<file path="config.mk">
export PLATFORM = sky130hd
export DESIGN_NAME = iocr_config_slice
export DESIGN_NICKNAME = d
export VERILOG_FILES = /design/src/core/iocr_sync.v /design/src/core/iocr_config_slice.v
export VERILOG_INCLUDE_DIRS = /design/src /design/src/core
export SDC_FILE = /design/constraint.sdc
export NUM_CORES = 1
export LEC_CHECK = 0
export ABC_AREA = 1
export BUFFER_PORTS_ARGS = -buffer_cell sky130_fd_sc_hd__buf_2
export CORE_AREA = 3 3 150 152
export DETAILED_ROUTE_END_ITERATION = 12
export DIE_AREA = 0 0 153 155
export PLACE_DENSITY = 0.42
export SYNTH_ARGS = -nofsm -noshare
export SYNTH_HDL_FRONTEND = slang
export SYNTH_HIERARCHICAL = 1
export SYNTH_SLANG_ARGS = --single-unit
export TNS_END_PERCENT = 100
</file>
<file path="constraint.sdc">
create_clock -name clk -period 7.5 [get_ports clk]
set_clock_uncertainty 0.2 [all_clocks]
set_input_delay 1.5 -clock clk [delete_from_list [all_inputs] [get_ports clk]]
set_output_delay 1.5 -clock clk [all_outputs]
set_load 0.005 [all_outputs]
</file>
<file path="src/core/iocr_regs.vh">
// register offsets, field positions and route codes for the configuration slice
`ifndef IOCR_REGS_VH
`define IOCR_REGS_VH
`define IOCR_ADDR_W 16
`define IOCR_ENGINE_CONTROL 16'h2000
`define IOCR_REFERENCE_CHOP_CONTROL 16'h2002
`define IOCR_COMPARATOR_CONTROL_STATUS 16'h2003
`define IOCR_ANALOG_MISC_CONTROL 16'h2004
`define IOCR_CONVERTER_POWER_CONTROL 16'h2005
`define IOCR_PIN_ROUTE_PAIR_A 16'h2009
`define IOCR_PIN_ROUTE_PAIR_B 16'h200A
`define IOCR_PIN_ROUTE_PAIR_C 16'h200B
`define IOCR_PIN_ROUTE_PAIR_D 16'h200C
`define IOCR_PIN_ROUTE_PAIR_E 16'h200D
`define IOCR_PIN_ROUTE_PAIR_F 16'h200E
`define IOCR_IRQ_STATUS 16'h2010
`define IOCR_IRQ_MASK 16'h2011
`define IOCR_ENGINE_ENABLE_BIT 4
`define IOCR_CHOP_LO_BIT 4
`define IOCR_CHOP_HI_BIT 5
`define IOCR_COMP_INT_LO_BIT 3
`define IOCR_COMP_INT_HI_BIT 4
`define IOCR_MISC_RESERVED_BIT 5
`define IOCR_CONVERTER_DISABLE_BIT 3
`define IOCR_RESET_BYTE 8'h00
`define IOCR_ROUTE_NONE 3'h0
`define IOCR_ROUTE_COUNTER0 3'h2
`define IOCR_ROUTE_COUNTER1 3'h3
`define IOCR_ROUTE_HP_RISE 3'h4
`define IOCR_ROUTE_LP_RISE 3'h5
`define IOCR_ROUTE_HP_FALL 3'h6
`define IOCR_ROUTE_LP_FALL 3'h7
`define IOCR_NUM_PINS 12
`endif

</file>
<file path="src/core/iocr_sync.v">
// two-flop synchroniser bank for asynchronous inputs
`timescale 1ns/100ps
`default_nettype none
module iocr_sync #(
   parameter W = 15
) (
   input wire clk,
   input wire reset,
   input wire [W-1:0] async_in,
   output reg [W-1:0] sync_out
);
   reg [W-1:0] meta;
   always @(posedge clk or posedge reset) begin
      if (reset) begin
         meta <= {W{1'b0}};
         sync_out <= {W{1'b0}};
      end else begin
         meta <= async_in;
         sync_out <= meta;
      end
   end
endmodule
`default_nettype wire

</file>
<file path="src/core/iocr_config_slice.v">
// configuration register slice with comparator interrupts and pin routing
// Functional notes
// RL1: a set converter disable bit powers the converter down and removes its bias.
// RL2: chop codes 00 and 11 enable reference chopping, 01 and 10 disable it.
// RL3: each comparator interrupt enable bit lets a state change of its comparator interrupt.
// RL4: with both enable bits set the interrupt follows changes of the XOR of the two outputs.
// RL5: enable bit zero governs the second comparator and bit one the third.
// RL6: the read-only state field shows the first, second and third comparators in bits 0..2.
// RL7: each of the twelve pins has its own resource selector.
// RL8: pins selecting the same resource are OR-combined.
// RL9: selectors are three bits: 0 none, 1 reserved, 2 counter0 clock, 3 counter1 clock.
// RL10: codes 4 and 6 feed the high-priority interrupt on rise and fall, 5 and 7 the low one.
// RL11: every configuration bit clears to zero at power-up.
// RL12: selectors pack two per byte, even pin in bits 2..0, odd pin in bits 6..4.
// RL13: the reserved misc bit five is written zero by software and held at zero.
//
// Design decision made here: the address-and-strobe port.
`timescale 1ns/100ps
`default_nettype none
`include "iocr_regs.vh"
module iocr_config_slice (
   input wire clk,
   input wire reset,
   input wire [15:0] addr,
   input wire [7:0] wdata,
   input wire wr,
   input wire rd,
   output reg [7:0] rdata,
   input wire first_comparator,
   input wire second_comparator,
   input wire third_comparator,
   input wire [11:0] pin_in,
   output reg converter_disable,
   output reg converter_bias_off,
   output reg engine_enable,
   output reg reference_chop_enable,
   output reg [7:0] analog_misc,
   output reg counter0_clock_input,
   output reg counter1_clock_input,
   output reg high_priority_pin_interrupt,
   output reg low_priority_pin_interrupt,
   output reg comparator_irq,
   output reg irq
);
   reg [7:0] engine_control;
   reg [7:0] reference_chop_control;
   reg [1:0] comp_int_enable;
   reg [7:0] analog_misc_control;
   reg [7:0] converter_power_control;
   reg [2:0] pin_resource_selector [0:11];
   reg [1:0] irq_status;
   reg [1:0] irq_mask;
   reg [2:0] comp_prev;
   reg [11:0] pin_prev;
   reg [1:0] next_irq_status;
   reg [11:0] hp_r, lp_r, c0, c1;
   wire [14:0] sync_q;
   wire [2:0] comp_now;
   wire [11:0] pin_now;
   wire [11:0] pin_rise;
   wire [11:0] pin_fall;
   wire comp_event;
   wire second_comparator_change;
   wire third_comparator_change;
   wire both_enabled;
   wire [1:0] status_set;
   wire [1:0] status_clear;
   reg [7:0] next_rdata;
   integer i;
   integer j;
   integer k;

   // two stages before any logic reads a pin or comparator
   iocr_sync #(.W(15)) u_sync (
      .clk(clk),
      .reset(reset),
      .async_in({third_comparator, second_comparator, first_comparator, pin_in}),
      .sync_out(sync_q)
   );
   assign comp_now = sync_q[14:12];
   assign pin_now = sync_q[11:0];
   assign pin_rise = pin_now & ~pin_prev;
   assign pin_fall = ~pin_now & pin_prev;

   // pin index of a byte address, 4'hF when not a route register
   function [3:0] pair_base;
      input [15:0] a;
      begin
         if (a >= `IOCR_PIN_ROUTE_PAIR_A && a <= `IOCR_PIN_ROUTE_PAIR_F)
            pair_base = {a[2:0] - 3'h1, 1'b0};
         else
            pair_base = 4'hF;
      end
   endfunction

   // pin route packing
   function [7:0] pack_pair;
      input [2:0] even_sel;
      input [2:0] odd_sel;
      begin
         pack_pair = {1'b0, odd_sel, 1'b0, even_sel};
      end
   endfunction

   // RL5 bit zero follows the second comparator, bit one the third
   assign second_comparator_change = comp_now[1] ^ comp_prev[1];
   assign third_comparator_change = comp_now[2] ^ comp_prev[2];

   // RL4 xor combining
   assign both_enabled = (comp_int_enable == 2'h3);
   assign comp_event = (comp_now[1] ^ comp_now[2]) != (comp_prev[1] ^ comp_prev[2]);

   // RL3 per comparator events
   // with both enables set only bit zero can set
   assign status_set[0] = both_enabled ? comp_event : (comp_int_enable[0] & second_comparator_change);
   assign status_set[1] = ~both_enabled & comp_int_enable[1] & third_comparator_change;
   assign status_clear = (wr && addr == `IOCR_IRQ_STATUS) ? wdata[1:0] : 2'h0;

   // sticky status bits, an event wins over a clear in the same cycle
   always @* begin
      next_irq_status = (irq_status & ~status_clear) | status_set;
   end

   // RL8 or combining of routed pins
   // RL9 counter clock selection
   always @* begin
      c0 = 12'h000;
      c1 = 12'h000;
      for (i = 0; i < `IOCR_NUM_PINS; i = i + 1) begin
         if (pin_resource_selector[i] == `IOCR_ROUTE_COUNTER0)
            c0[i] = pin_now[i];
         if (pin_resource_selector[i] == `IOCR_ROUTE_COUNTER1)
            c1[i] = pin_now[i];
      end
   end

   // RL10 edge interrupt codes
   always @* begin
      hp_r = 12'h000;
      lp_r = 12'h000;
      for (k = 0; k < `IOCR_NUM_PINS; k = k + 1) begin
         case (pin_resource_selector[k])
            `IOCR_ROUTE_HP_RISE: hp_r[k] = pin_rise[k];
            `IOCR_ROUTE_LP_RISE: lp_r[k] = pin_rise[k];
            `IOCR_ROUTE_HP_FALL: hp_r[k] = pin_fall[k];
            `IOCR_ROUTE_LP_FALL: lp_r[k] = pin_fall[k];
            // codes 0 to 3 raise no edge event
            default: hp_r[k] = 1'b0;
         endcase
      end
   end

   // RL11 zero at reset
   always @(posedge clk or posedge reset) begin
      if (reset) begin
         engine_control <= `IOCR_RESET_BYTE;
         reference_chop_control <= `IOCR_RESET_BYTE;
         comp_int_enable <= 2'h0;
         analog_misc_control <= `IOCR_RESET_BYTE;
         converter_power_control <= `IOCR_RESET_BYTE;
         irq_mask <= 2'h0;
         for (j = 0; j < `IOCR_NUM_PINS; j = j + 1)
            pin_resource_selector[j] <= `IOCR_ROUTE_NONE;
      end else if (wr) begin
         case (addr)
            `IOCR_ENGINE_CONTROL: engine_control <= wdata;
            `IOCR_REFERENCE_CHOP_CONTROL: reference_chop_control <= wdata;
            `IOCR_COMPARATOR_CONTROL_STATUS:
               comp_int_enable <= wdata[`IOCR_COMP_INT_HI_BIT:`IOCR_COMP_INT_LO_BIT];
            // RL13 reserved bit held zero
            `IOCR_ANALOG_MISC_CONTROL: begin
               analog_misc_control <= wdata;
               analog_misc_control[`IOCR_MISC_RESERVED_BIT] <= 1'b0;
            end
            `IOCR_CONVERTER_POWER_CONTROL: converter_power_control <= wdata;
            `IOCR_IRQ_MASK: irq_mask <= wdata[1:0];
            // RL7 independent selectors
            // RL12 two per byte
            `IOCR_PIN_ROUTE_PAIR_A: begin
               pin_resource_selector[0] <= wdata[2:0];
               pin_resource_selector[1] <= wdata[6:4];
            end
            `IOCR_PIN_ROUTE_PAIR_B: begin
               pin_resource_selector[2] <= wdata[2:0];
               pin_resource_selector[3] <= wdata[6:4];
            end
            `IOCR_PIN_ROUTE_PAIR_C: begin
               pin_resource_selector[4] <= wdata[2:0];
               pin_resource_selector[5] <= wdata[6:4];
            end
            `IOCR_PIN_ROUTE_PAIR_D: begin
               pin_resource_selector[6] <= wdata[2:0];
               pin_resource_selector[7] <= wdata[6:4];
            end
            `IOCR_PIN_ROUTE_PAIR_E: begin
               pin_resource_selector[8] <= wdata[2:0];
               pin_resource_selector[9] <= wdata[6:4];
            end
            `IOCR_PIN_ROUTE_PAIR_F: begin
               pin_resource_selector[10] <= wdata[2:0];
               pin_resource_selector[11] <= wdata[6:4];
            end
            default: begin
            end
         endcase
      end
   end

   // RL6 live comparator state beside the enables
   // RL7 each selector reads back on its own
   // RL12 route bytes pack two selectors
   always @* begin
      // reads outside the map return zero
      next_rdata = 8'h00;
      if (rd) begin
         case (addr)
            `IOCR_ENGINE_CONTROL: next_rdata = engine_control;
            `IOCR_REFERENCE_CHOP_CONTROL: next_rdata = reference_chop_control;
            `IOCR_COMPARATOR_CONTROL_STATUS: next_rdata = {3'h0, comp_int_enable, comp_now};
            `IOCR_ANALOG_MISC_CONTROL: next_rdata = analog_misc_control;
            `IOCR_CONVERTER_POWER_CONTROL: next_rdata = converter_power_control;
            `IOCR_IRQ_STATUS: next_rdata = {6'h00, irq_status};
            `IOCR_IRQ_MASK: next_rdata = {6'h00, irq_mask};
            default: begin
               if (pair_base(addr) != 4'hF)
                  next_rdata = pack_pair(pin_resource_selector[pair_base(addr)],
                     pin_resource_selector[pair_base(addr) + 4'h1]);
            end
         endcase
      end
   end

   // read data stand for the one cycle after the strobe
   always @(posedge clk or posedge reset) begin
      if (reset)
         rdata <= 8'h00;
      else
         rdata <= next_rdata;
   end

   // comparator and pin history for edge detection
   // history starts at the idle low level so reset makes no false edge
   always @(posedge clk or posedge reset) begin
      if (reset) begin
         irq_status <= 2'h0;
         comp_prev <= 3'h0;
         pin_prev <= 12'h000;
      end else begin
         irq_status <= next_irq_status;
         comp_prev <= comp_now;
         pin_prev <= pin_now;
      end
   end

   // analog control outputs
   always @(posedge clk or posedge reset) begin
      if (reset) begin
         converter_disable <= 1'b0;
         converter_bias_off <= 1'b0;
         engine_enable <= 1'b0;
         reference_chop_enable <= 1'b0;
         analog_misc <= 8'h00;
      end else begin
         // RL1 converter power down
         converter_disable <= converter_power_control[`IOCR_CONVERTER_DISABLE_BIT];
         converter_bias_off <= converter_power_control[`IOCR_CONVERTER_DISABLE_BIT];
         engine_enable <= engine_control[`IOCR_ENGINE_ENABLE_BIT];
         // RL2 chop decode
         reference_chop_enable <= ~(reference_chop_control[`IOCR_CHOP_HI_BIT] ^
            reference_chop_control[`IOCR_CHOP_LO_BIT]);
         analog_misc <= analog_misc_control;
      end
   end

   // routed pin outputs
   // pin pulses shorter than a clock period may be missed
   always @(posedge clk or posedge reset) begin
      if (reset) begin
         counter0_clock_input <= 1'b0;
         counter1_clock_input <= 1'b0;
         high_priority_pin_interrupt <= 1'b0;
         low_priority_pin_interrupt <= 1'b0;
      end else begin
         // RL9 counter clock routing
         counter0_clock_input <= |c0;
         counter1_clock_input <= |c1;
         // RL10 edge events as one cycle pulses
         high_priority_pin_interrupt <= |hp_r;
         low_priority_pin_interrupt <= |lp_r;
      end
   end

   // level interrupt, aligned with the status it reflects
   // both outputs carry the same level
   always @(posedge clk or posedge reset) begin
      if (reset) begin
         comparator_irq <= 1'b0;
         irq <= 1'b0;
      end else begin
         comparator_irq <= |(next_irq_status & irq_mask);
         irq <= |(next_irq_status & irq_mask);
      end
   end
endmodule
`default_nettype wire

</file>
==> run metrics, run 1 <==
clk_lat worst skew 420 ps; Setup crit start kind input port; part of the power in registers 45.1%; Final Hold Violating Endpoints 0; DRC Markers 0; Post-Syn Instances 717; layout cells sized above 1 16.9%; Achievable Freq 0.276 GHz; vias per cell 4.79; xor and xnor area share after synthesis 0.413%; Mean Syn Cell Area 8.88 sq um; Cell Chain, Critical Path buf_2 > clkinv_1 > ha_1 > xnor2_1 > nand2_1 > o22ai_1 > nand2_1 > nand2_1 > nor2_1 > nand2_1 > nand2_1; Slew HR 43.0%; area delta synth->final 18.3%; largest family of logic cells by synthesized area simple AND/OR/NAND/NOR gates; Synth Cell Area 6360 sq um; most frequent CP cell nand2_1; Synth Area in Compound Gates 12.0%; count leader, synth nand2_1; area share of fa/ha/maj cells after synthesis 0.983%; PostCTS Resize Cnt 0; outcome finished, final reports clean; CTS tree built; proportion of synthesized area in mux cells 0%; vias in the first global route 5155; hold buffer count at CTS 0; Worst-Margin Slew 856 ps; simple-gate area share of the yosys netlist 24.7%; DRT Wirelength 18.7 mm; largest net degree at the start of global routing 67; IO Pins 69; Post-CTS Setup Inserts 0; Buf+Inv Stages, Crit Path 2; Starting Density 30.1%; first-pass GRT wire length 29.8 mm; Std-Cell Rows 53; P_int 1.32 mW; critical path type input port to register; DP Wirelength 13.7 mm; delay-heaviest family, CP buffers and inverters; GRT Util Overall 16.4%; Die Wd 153 um; period utilisation layout 48.4%; P per Cell Area 228 nW/um^2; Hold Path Class register to register; combinational share of power 5.0%; Synth Register Bits 140; GPL Wtd Cong 0.834; crit path DAT 3740 ps; setup TNS 0 ps; fillers 2158; CTS Buf Count 17; Worst EP required 7610 ps; critical path peak fanout 24; Core Area 21200 sq um; max-cap violations 0; initial antenna violation count 0; synth unique cells 46; ANT nets after route 0; Worst VDD drop 0.000143 V; RSZ-0062 raised after global routing no; syn nets 765; Tmin final 3630 ps; Synth Flop Type dfrtp_1; number of nets in the layout 830; Fin Hold WS 147 ps; Die H 155 um; Yosys top cell by area dfrtp_1; die area 23700 sq um; Final Max Slew Viols 0; initial drt markers 376; switching pwr 396 uW; synth cell count leaders nand2_1, dfrtp_1, inv_1, o21ai_0, nand3_1; Crit-path slowest cell xnor2_1; Post-synth EDFFs 0; clk buf depth 2; clk sink count 140; clock share of power 49.9%; yosys warns 6; WL/cell 17.5 um; CTS H-tree depth 4; Sw Ratio 23.1%; register area 3500 sq um; leakage 3.56 nW; leading post-synthesis cells by cell area dfrtp_1, nand2_1, o21ai_0; Root Driver clkbuf_16; clock slew at reported path FFs 60 ps; global route overflow 0; max incr delay on CP 440 ps; DR vias 5127; Setup violations, final 0; endpoint class of the critical path register; DRT Pass-1 Iters 5; Async SR Flop Fraction 100%; top cell type's share of synthesized area 55.0%; port buffer count 67; register area share after synthesis 55.0%; area of the multi-input gates 2430 sq um
[per-stage QoR]
stage | utilization [%] | instances | power [mW] | worst slack, ps | instance area [sq um]
6_report | 35.6 | 1071 | 1.72 | 3870 | 7530
5_1_grt | 35.6 | 1070 | 1.80 | 3640 | 7530
4_1_cts | 35.6 | 1070 | 1.74 | 3910 | 7530
3_5_place_dp | 32.8 | 1038 | 0.877 | 3460 | 6930
3_3_place_gp | 32.8 | 1038 | 0.877 | 3570 | 6930
2_1_floorplan | - | 717 | 0.840 | 2900 | 6360
[logic make-up after synthesis]
group / Yosys count
other: 1
AO/OA/AOI/OAI: 126
buffers and inverters: 104
flip-flops: 140
AND/OR/NAND/NOR: 338
adder cells (fa/ha/maj): 5
XOR/XNOR: 3
[layer usage]
| metal | part of all wire [%] | routed length, um | track usage [%] | vias up |
|---|---|---|---|---|
| li1 | - | - | - | 2520 |
| met1 | 46 | 8660 | 21.3 | 2485 |
| met2 | 49 | 9260 | 27.7 | 102 |
| met3 | 3.2 | 591 | 3.34 | 20 |
| met4 | 1.2 | 228 | 4.96 | 0 |
| met5 | 0 | 0 | 0 | - |
[flip-flops by register name, indices dropped and copies added (netlist names), 2 cells and up]
signal and cells:
pin_prev 12, converter_power_control 8, engine_control 8, irq_mask 2, analog_misc_control 7, u_sync/meta 15
reference_chop_control 8, comp_prev 2, rdata 8, analog_misc 7, irq_status 2, u_sync/sync_out 15
comp_int_enable 2, pin_resource_selector 36
[cell type report]
cell class	instances	area share, %
Sequential cell	140	46.5
Multi-Input combinational cell	473	32.2
Clock buffer	21	5.98
Timing Repair Buffer	69	4.65
Tap cell	275	4.57
Inverter	81	4.07
Clock inverter	11	1.91
Antenna cell	1	0.0332
[placed cells by master, fill, tap and decap left out, drive strengths merged, types with 5 or more instances in the layout]
| cell | netlist | layout |
|---|---|---|
| clkinv | 1 | 8 |
| nor2 | 30 | 30 |
| nor4 | 26 | 26 |
| ha | 5 | 5 |
| nand2 | 194 | 194 |
| a21oi | 11 | 11 |
| inv | 80 | 80 |
| a32o | 5 | 5 |
| nor3 | 14 | 14 |
| dfrtp | 140 | 140 |
| o21ai | 92 | 92 |
| nand4 | 17 | 17 |
| nand3 | 53 | 53 |
| clkbuf | 14 | 21 |
| buf | 9 | 69 |
[path summary, 6_finish.rpt]
| check | startpoint | end | slack (ps) | cells after the start |
|---|---|---|---|---|
| setup / recovery | addr[0] | rdata[2] | 3870 | 11 |
| hold / removal | u_sync/meta[1] | u_sync/sync_out[1] | 150 | 0 |
| setup reg to reg | pin_resource_selector[16] | low_priority_pin_interrupt | 5540 | 7 |
| hold reg to reg | u_sync/meta[1] | u_sync/sync_out[1] | 150 | 0 |
| max in group asynchronous | reset | analog_misc_control[2] | 4860 | 3 |
| min in group asynchronous | reset | pin_prev[0] | 960 | 2 |
[power by group through the flow]
stage                     sequential (mW)  clock [mW]  combinational, mW
final                               0.775       0.857             0.0868
after global routing                0.776       0.920             0.0989
after CTS                           0.775       0.881             0.0889
after detailed placement            0.789           0             0.0885
after global placement              0.788           0             0.0885
after floorplan                     0.787           0             0.0532
(Power assumes the default switching activity.)
==> run 2, diff against run 1 <==
--- a/config.mk
+++ b/config.mk
@@ -11,7 +11,7 @@
 export CORE_AREA = 3 3 150 152
 export DETAILED_ROUTE_END_ITERATION = 12
 export DIE_AREA = 0 0 153 155
-export PLACE_DENSITY = 0.42
+export PLACE_DENSITY = 0.44
 export SYNTH_ARGS = -nofsm -noshare
 export SYNTH_HDL_FRONTEND = slang
 export SYNTH_HIERARCHICAL = 1
==> constraint.sdc (replaced) <==
create_clock -name clk -period 3.3 [get_ports clk]
set_clock_uncertainty 0.2 [all_clocks]
set_input_delay 0.66 -clock clk [delete_from_list [all_inputs] [get_ports clk]]
set_output_delay 0.66 -clock clk [all_outputs]
set_load 0.005 [all_outputs]
==> run 2 against run 1 <==
  * Utilization up 0.13 points
  * Power grew 120%
  * Flip-flop and latch count unchanged
  * Cell count about the same
  * First-iteration DRC count increased by 4.8%
  * Non-clock buffer count rose by 4
  * Hold slack worse by 7.0 ps
  * Die area unchanged
  * Largest power group unchanged
==> run metrics, run 2 (synthesis gave the netlist of run 1 again) <==
outcome finished, final reports clean; layout cells sized above 1 17.1% (+0.21 points); setup TNS 0 ps (unchanged); critical path type input port to register; port buffer count 67 (unchanged); Sw Ratio 22.7% (-0.40 points); PostCTS Resize Cnt 0 (unchanged); vias per cell 4.84 (+1.1%); initial drt markers 394 (+4.8%); clk_lat worst skew 420 ps (about the same); Final Hold Violating Endpoints 0 (unchanged); Setup crit start kind input port; Power Total 3.83 mW (+120%); WL/cell 16.7 um (-4.7%); CTS Buf Count 17 (unchanged); endpoint class of the critical path register; most common cell after layout, fill and taps aside nand2_1; Worst VDD drop 0.000254 V (+78%); GPL Wtd Cong 0.979 (+17%); P_int 2.96 mW (+120%); Post-CTS Setup Inserts 0 (unchanged); period utilisation layout 71.5%; critical path peak fanout 23 (-4.2%); clk buf depth 2 (unchanged); combinational share of power 5.3% (+0.3 points); Root Driver clkbuf_16; DRC Markers 0 (unchanged); Slew HR 47.5% (+4.6 points); Achievable Freq 0.424 GHz; Hold Path Class input port to register; placed cell areas 6990 sq um (+0.81%); number of nets in the layout 834 (+0.48%); Worst-Margin Slew 785 ps (-70.3 ps); PnR worst setup slack 942 ps (-2930 ps); Die H 155 um (unchanged); clock slew at reported path FFs 60 ps (about the same); die area 23700 sq um (unchanged); largest net degree at the start of global routing 48 (-28%); clk sink count 140 (unchanged); P per Cell Area 507 nW/um^2 (+120%); DRT Wirelength 17.9 mm (-4.6%); biggest regs pin_resource_selector: 36 flops, u_sync/meta: 15 flops, u_sync/sync_out: 15 flops; Final Instance Area 7560 sq um (+0.37%); Top reg by flops pin_resource_selector; clock share of power 48.8% (-1.1 points); Core Area 21200 sq um (unchanged); area delta synth->final 18.7%; leakage 3.56 nW (+0.21%); CTS tree built; ANT nets after route 0 (unchanged); Tmin final 2360 ps; max-cap violations 0 (unchanged); register area 3500 sq um (unchanged); DRT Pass-1 Iters 5 (unchanged); Die Wd 153 um (unchanged); post-place setup slack 546 ps (-2920 ps); vias in the first global route 5074 (-1.6%); crit path DAT 2460 ps (-1280 ps); GRT Util Overall 15.5% (-0.88 points); first-pass GRT wire length 28.4 mm (-4.7%); IO Pins 69 (unchanged); part of the power in registers 46.0% (+0.9 points); RSZ-0062 raised after global routing no; CTS H-tree depth 4 (unchanged); Starting Density 30.1% (unchanged); Worst EP required 3410 ps (-4200 ps); Setup violations, final 0 (unchanged); Std-Cell Rows 53 (unchanged); fillers 2158 (unchanged); DR vias 5186 (+1.2%); initial antenna violation count 0 (unchanged); most frequent cells in the layout nand2_1, dfrtp_1, o21ai_0; hold buffer count at CTS 0 (unchanged); global route overflow 0 (unchanged); Final Max Slew Viols 0 (unchanged); max FFs per register 36 (unchanged); switching pwr 869 uW (+120%); DP Wirelength 13.1 mm (-3.9%); diode count 0 (-1); area of the multi-input gates 2430 sq um (unchanged)
[run 2: final cells by class]
type                    instances  share of cell area [%]
inverters                      81                    4.07
flip-flops and latches        140                    46.4
repair buffers                 73                    5.37
clock buffers                  23                    6.33
clock inverters                 7                    1.19
well taps                     275                    4.55
multi-input cells             473                    32.1
[run 2: final timing paths]
check / startpoint / end / slack, ps / cells past startpoint
setup / recovery: addr[0] / rdata[0] / 940 / 14
hold / removal: first_comparator / u_sync/meta[12] / 140 / 1
setup reg to reg: pin_resource_selector[13] / low_priority_pin_interrupt / 1440 / 6
hold reg to reg: u_sync/meta[0] / u_sync/sync_out[0] / 150 / 0
max in group asynchronous: reset / analog_misc[4] / 2010 / 3
min in group asynchronous: reset / u_sync/sync_out[3] / 150 / 3
[run 2: power groups by stage]
| stage | sequential, mW | combinational (mW) | clock, mW |
|---|---|---|---|
| after global routing | 1.77 | 0.231 | 2.00 |
| after detailed placement | 1.79 | 0.206 | 0 |
| after CTS | 1.76 | 0.206 | 1.92 |
| after global placement | 1.79 | 0.203 | 0 |
| final | 1.76 | 0.201 | 1.87 |
| after floorplan | 1.79 | 0.121 | 0 |
[run 2: stage by stage]
step                hold WS [ps]  cells  utilization (%)
finish                       140   1072             35.7
detailed placement           135   1042             33.0
floorplan                    131    717                -
global route                 115   1072             35.7
CTS                          121   1072             35.7
global placement             133   1042             33.0
[run 2: critical path: stages]
cell and delay, ps:
buf_2 120, buf_4 240, ha_1 260, nand3_1 90, nor2_1 150, nand2_1 80, nand3_2 180, nand2_1 120
nor2_1 190, nand2_1 80, nand2_1 70, nand2_1 50, nand3_1 90, nand2_1 50
[run 2: routing by layer]
layer  share of wire, %  global-route usage [%]
met5                  0                       0
met4                1.6                    5.01
met3                4.5                    3.48
met2                 50                    26.0
met1                 44                    20.0
==> run 3, diff against run 2 <==
--- a/config.mk
+++ b/config.mk
@@ -11,7 +11,7 @@
 export CORE_AREA = 3 3 150 152
 export DETAILED_ROUTE_END_ITERATION = 12
 export DIE_AREA = 0 0 153 155
-export PLACE_DENSITY = 0.44
+export PLACE_DENSITY = 0.42
 export SYNTH_ARGS = -nofsm -noshare
 export SYNTH_HDL_FRONTEND = slang
 export SYNTH_HIERARCHICAL = 1
==> constraint.sdc (replaced) <==
create_clock -name clk -period 2.4 [get_ports clk]
set_clock_uncertainty 0.2 [all_clocks]
set_input_delay 0.48 -clock clk [delete_from_list [all_inputs] [get_ports clk]]
set_output_delay 0.48 -clock clk [all_outputs]
set_load 0.005 [all_outputs]
==> run 3 against run 2 <==
  * Critical path depth unchanged
  * Largest power group unchanged
  * Power rose by 46%
  * Hold slack better by 6.5 ps
  * Global-route usage is 0.51 points higher
==> run metrics, run 3 (synthesis gave the netlist of run 1 again) <==
outcome finished, final reports clean; number of nets in the layout 867 (+4.0%); Top reg by flops pin_resource_selector; initial antenna violation count 0 (unchanged); PostCTS Resize Cnt 0 (unchanged); P per Cell Area 707 nW/um^2 (+39%); Hold Path Class register to register; Worst R2R Start u_sync/sync_out[2]; Power Total 5.58 mW (+46%); clk_lat worst skew 430 ps (about the same); Final Max Slew Viols 0 (unchanged); max FFs per register 36 (unchanged); critical path peak fanout 5 (-78%); endpoint class of the critical path register; crit path DAT 2110 ps (-350 ps); largest net degree at the start of global routing 111 (+130%); Hold Crit Start u_sync/meta[5]; Crit. Startpoint addr[0]; most frequent cells in the layout nand2_1, dfrtp_1, o21ai_0; leakage 3.74 nW (+5.1%); Slew HR 52.8% (+5.3 points); Root Driver clkbuf_16; WL/cell 16.9 um (+1.4%); DRT Wirelength 18.7 mm (+4.7%); Setup crit start kind input port; Worst VDD drop 0.000347 V (+36%); DRT Pass-1 Iters 5 (unchanged); Fin Hold WS 146 ps (+6.53 ps); Post-CTS Setup Inserts 0 (unchanged); ANT nets after route 0 (unchanged); CTS H-tree depth 4 (unchanged); vias in the first global route 5231 (+3.1%); Setup violations, final 0 (unchanged); Worst-Margin Slew 707 ps (-78.3 ps); Worst EP required 2510 ps (-900 ps); GRT Util Overall 16.0% (+0.51 points); port buffer count 67 (unchanged); diode count 0 (unchanged); Std-Cell Rows 53 (unchanged); Die H 155 um (unchanged); IO Pins 69 (unchanged); global route overflow 0 (unchanged); CTS tree built; clk sink count 140 (unchanged); DP Wirelength 13.6 mm (+3.5%); RSZ-0062 raised after global routing no; layout cells sized above 1 18.9% (+1.8 points); Tmin final 2000 ps; first-pass GRT wire length 29.2 mm (+3.1%); period utilisation layout 83.3%; max-cap violations 0 (unchanged); clk buf depth 2 (unchanged); die area 23700 sq um (unchanged); DR vias 5310 (+2.4%); Core Area 21200 sq um (unchanged); GPL Wtd Cong 0.911 (-7.0%); Starting Density 30.1% (unchanged); Die Wd 153 um (unchanged); Final Hold Violating Endpoints 0 (unchanged); clock slew at reported path FFs 60 ps (about the same); critical path type input port to register; Achievable Freq 0.500 GHz; fillers 2117 (-1.9%); CTS Buf Count 17 (unchanged); most common cell after layout, fill and taps aside nand2_1; area delta synth->final 24.1%; vias per cell 4.80 (-0.85%); DRC Markers 0 (unchanged); biggest regs pin_resource_selector: 36 flops, u_sync/meta: 15 flops, u_sync/sync_out: 15 flops; initial drt markers 331 (-16%)
-- run 3: changes by cell type in the layout (fill, tap and decap cells not counted) --
cell / before / now
buf_4: 4 / 22
dlygate4sd3_1: 0 / 16
bufinv_16: 2 / 4
clkbuf_1: 3 / 1
clkinv_4: 0 / 2
buf_12: 2 / 1
clkinv_2: 3 / 4
clkinvlp_4: 3 / 2
-- run 3: worst max-delay path, stage by stage --
cell,delay [ps]
buf_2,150
clkinv_1,100
ha_1,200
inv_1,70
nor3_1,230
nand2_1,100
nand2_2,100
nand2_1,80
nor2_1,210
nand2_1,80
nand2_1,70
nand2_1,40
nand3_1,120
nand2_1,80
-- run 3: where the power goes --
part | internal, mW | total [mW] | switching (mW) | leakage, nW
Sequential | 2.40 | 2.42 | 0.0202 | 1.84
Combinational | 0.106 | 0.319 | 0.213 | 1.59
Clock | 1.82 | 2.84 | 1.02 | 0.313
-- run 3: timing repair --
item,CTS,global route
hold buffers,16,0
endpoints found under the setup margin,0,0
endpoints found under the hold margin,45,0
-- run 3: through the flow --
step | cells | setup TNS [ps] | worst slack (ps) | util (%) | cell area (sq um)
final | 1107 | 0 | 400 | 37.3 | 7900
after global routing | 1107 | 0 | 173 | 37.3 | 7900
after CTS | 1107 | 0 | 398 | 37.3 | 7900
after detailed placement | 1059 | -85.6 | -45.5 | 33.6 | 7100
after global placement | 1059 | -93.9 | -55.0 | 33.6 | 7100
after floorplan | 717 | 0 | 155 | - | 6370
-- run 3: cell type report --
cell class / instances / area [sq um] / share of cell area, %
inverters: 81 / 308 / 3.90
flip-flops and latches: 140 / 3500 / 44.4
clock buffers: 21 / 470 / 5.96
well taps: 275 / 344 / 4.36
repair buffers: 106 / 681 / 8.62
clock inverters: 11 / 165 / 2.09
multi-input cells: 473 / 2430 / 30.7
-- run 3: per-layer routing --
layer | track usage (%) | part of all wire [%]
met1 | 20.2 | 45
met3 | 3.42 | 4.0
met4 | 5.30 | 1.9
met2 | 27.5 | 49
met5 | 0 | 0
-- run 3: final timing paths --
check	slack (ps)	depth (start not counted)	to
worst min register to register	150	0	u_sync/sync_out[5]
min in group asynchronous	510	4	u_sync/meta[6]
worst min-delay path	150	0	u_sync/sync_out[5]
worst max register to register	590	6	high_priority_pin_interrupt
worst max-delay path	400	14	rdata[1]
max in group asynchronous	880	4	counter0_clock_input
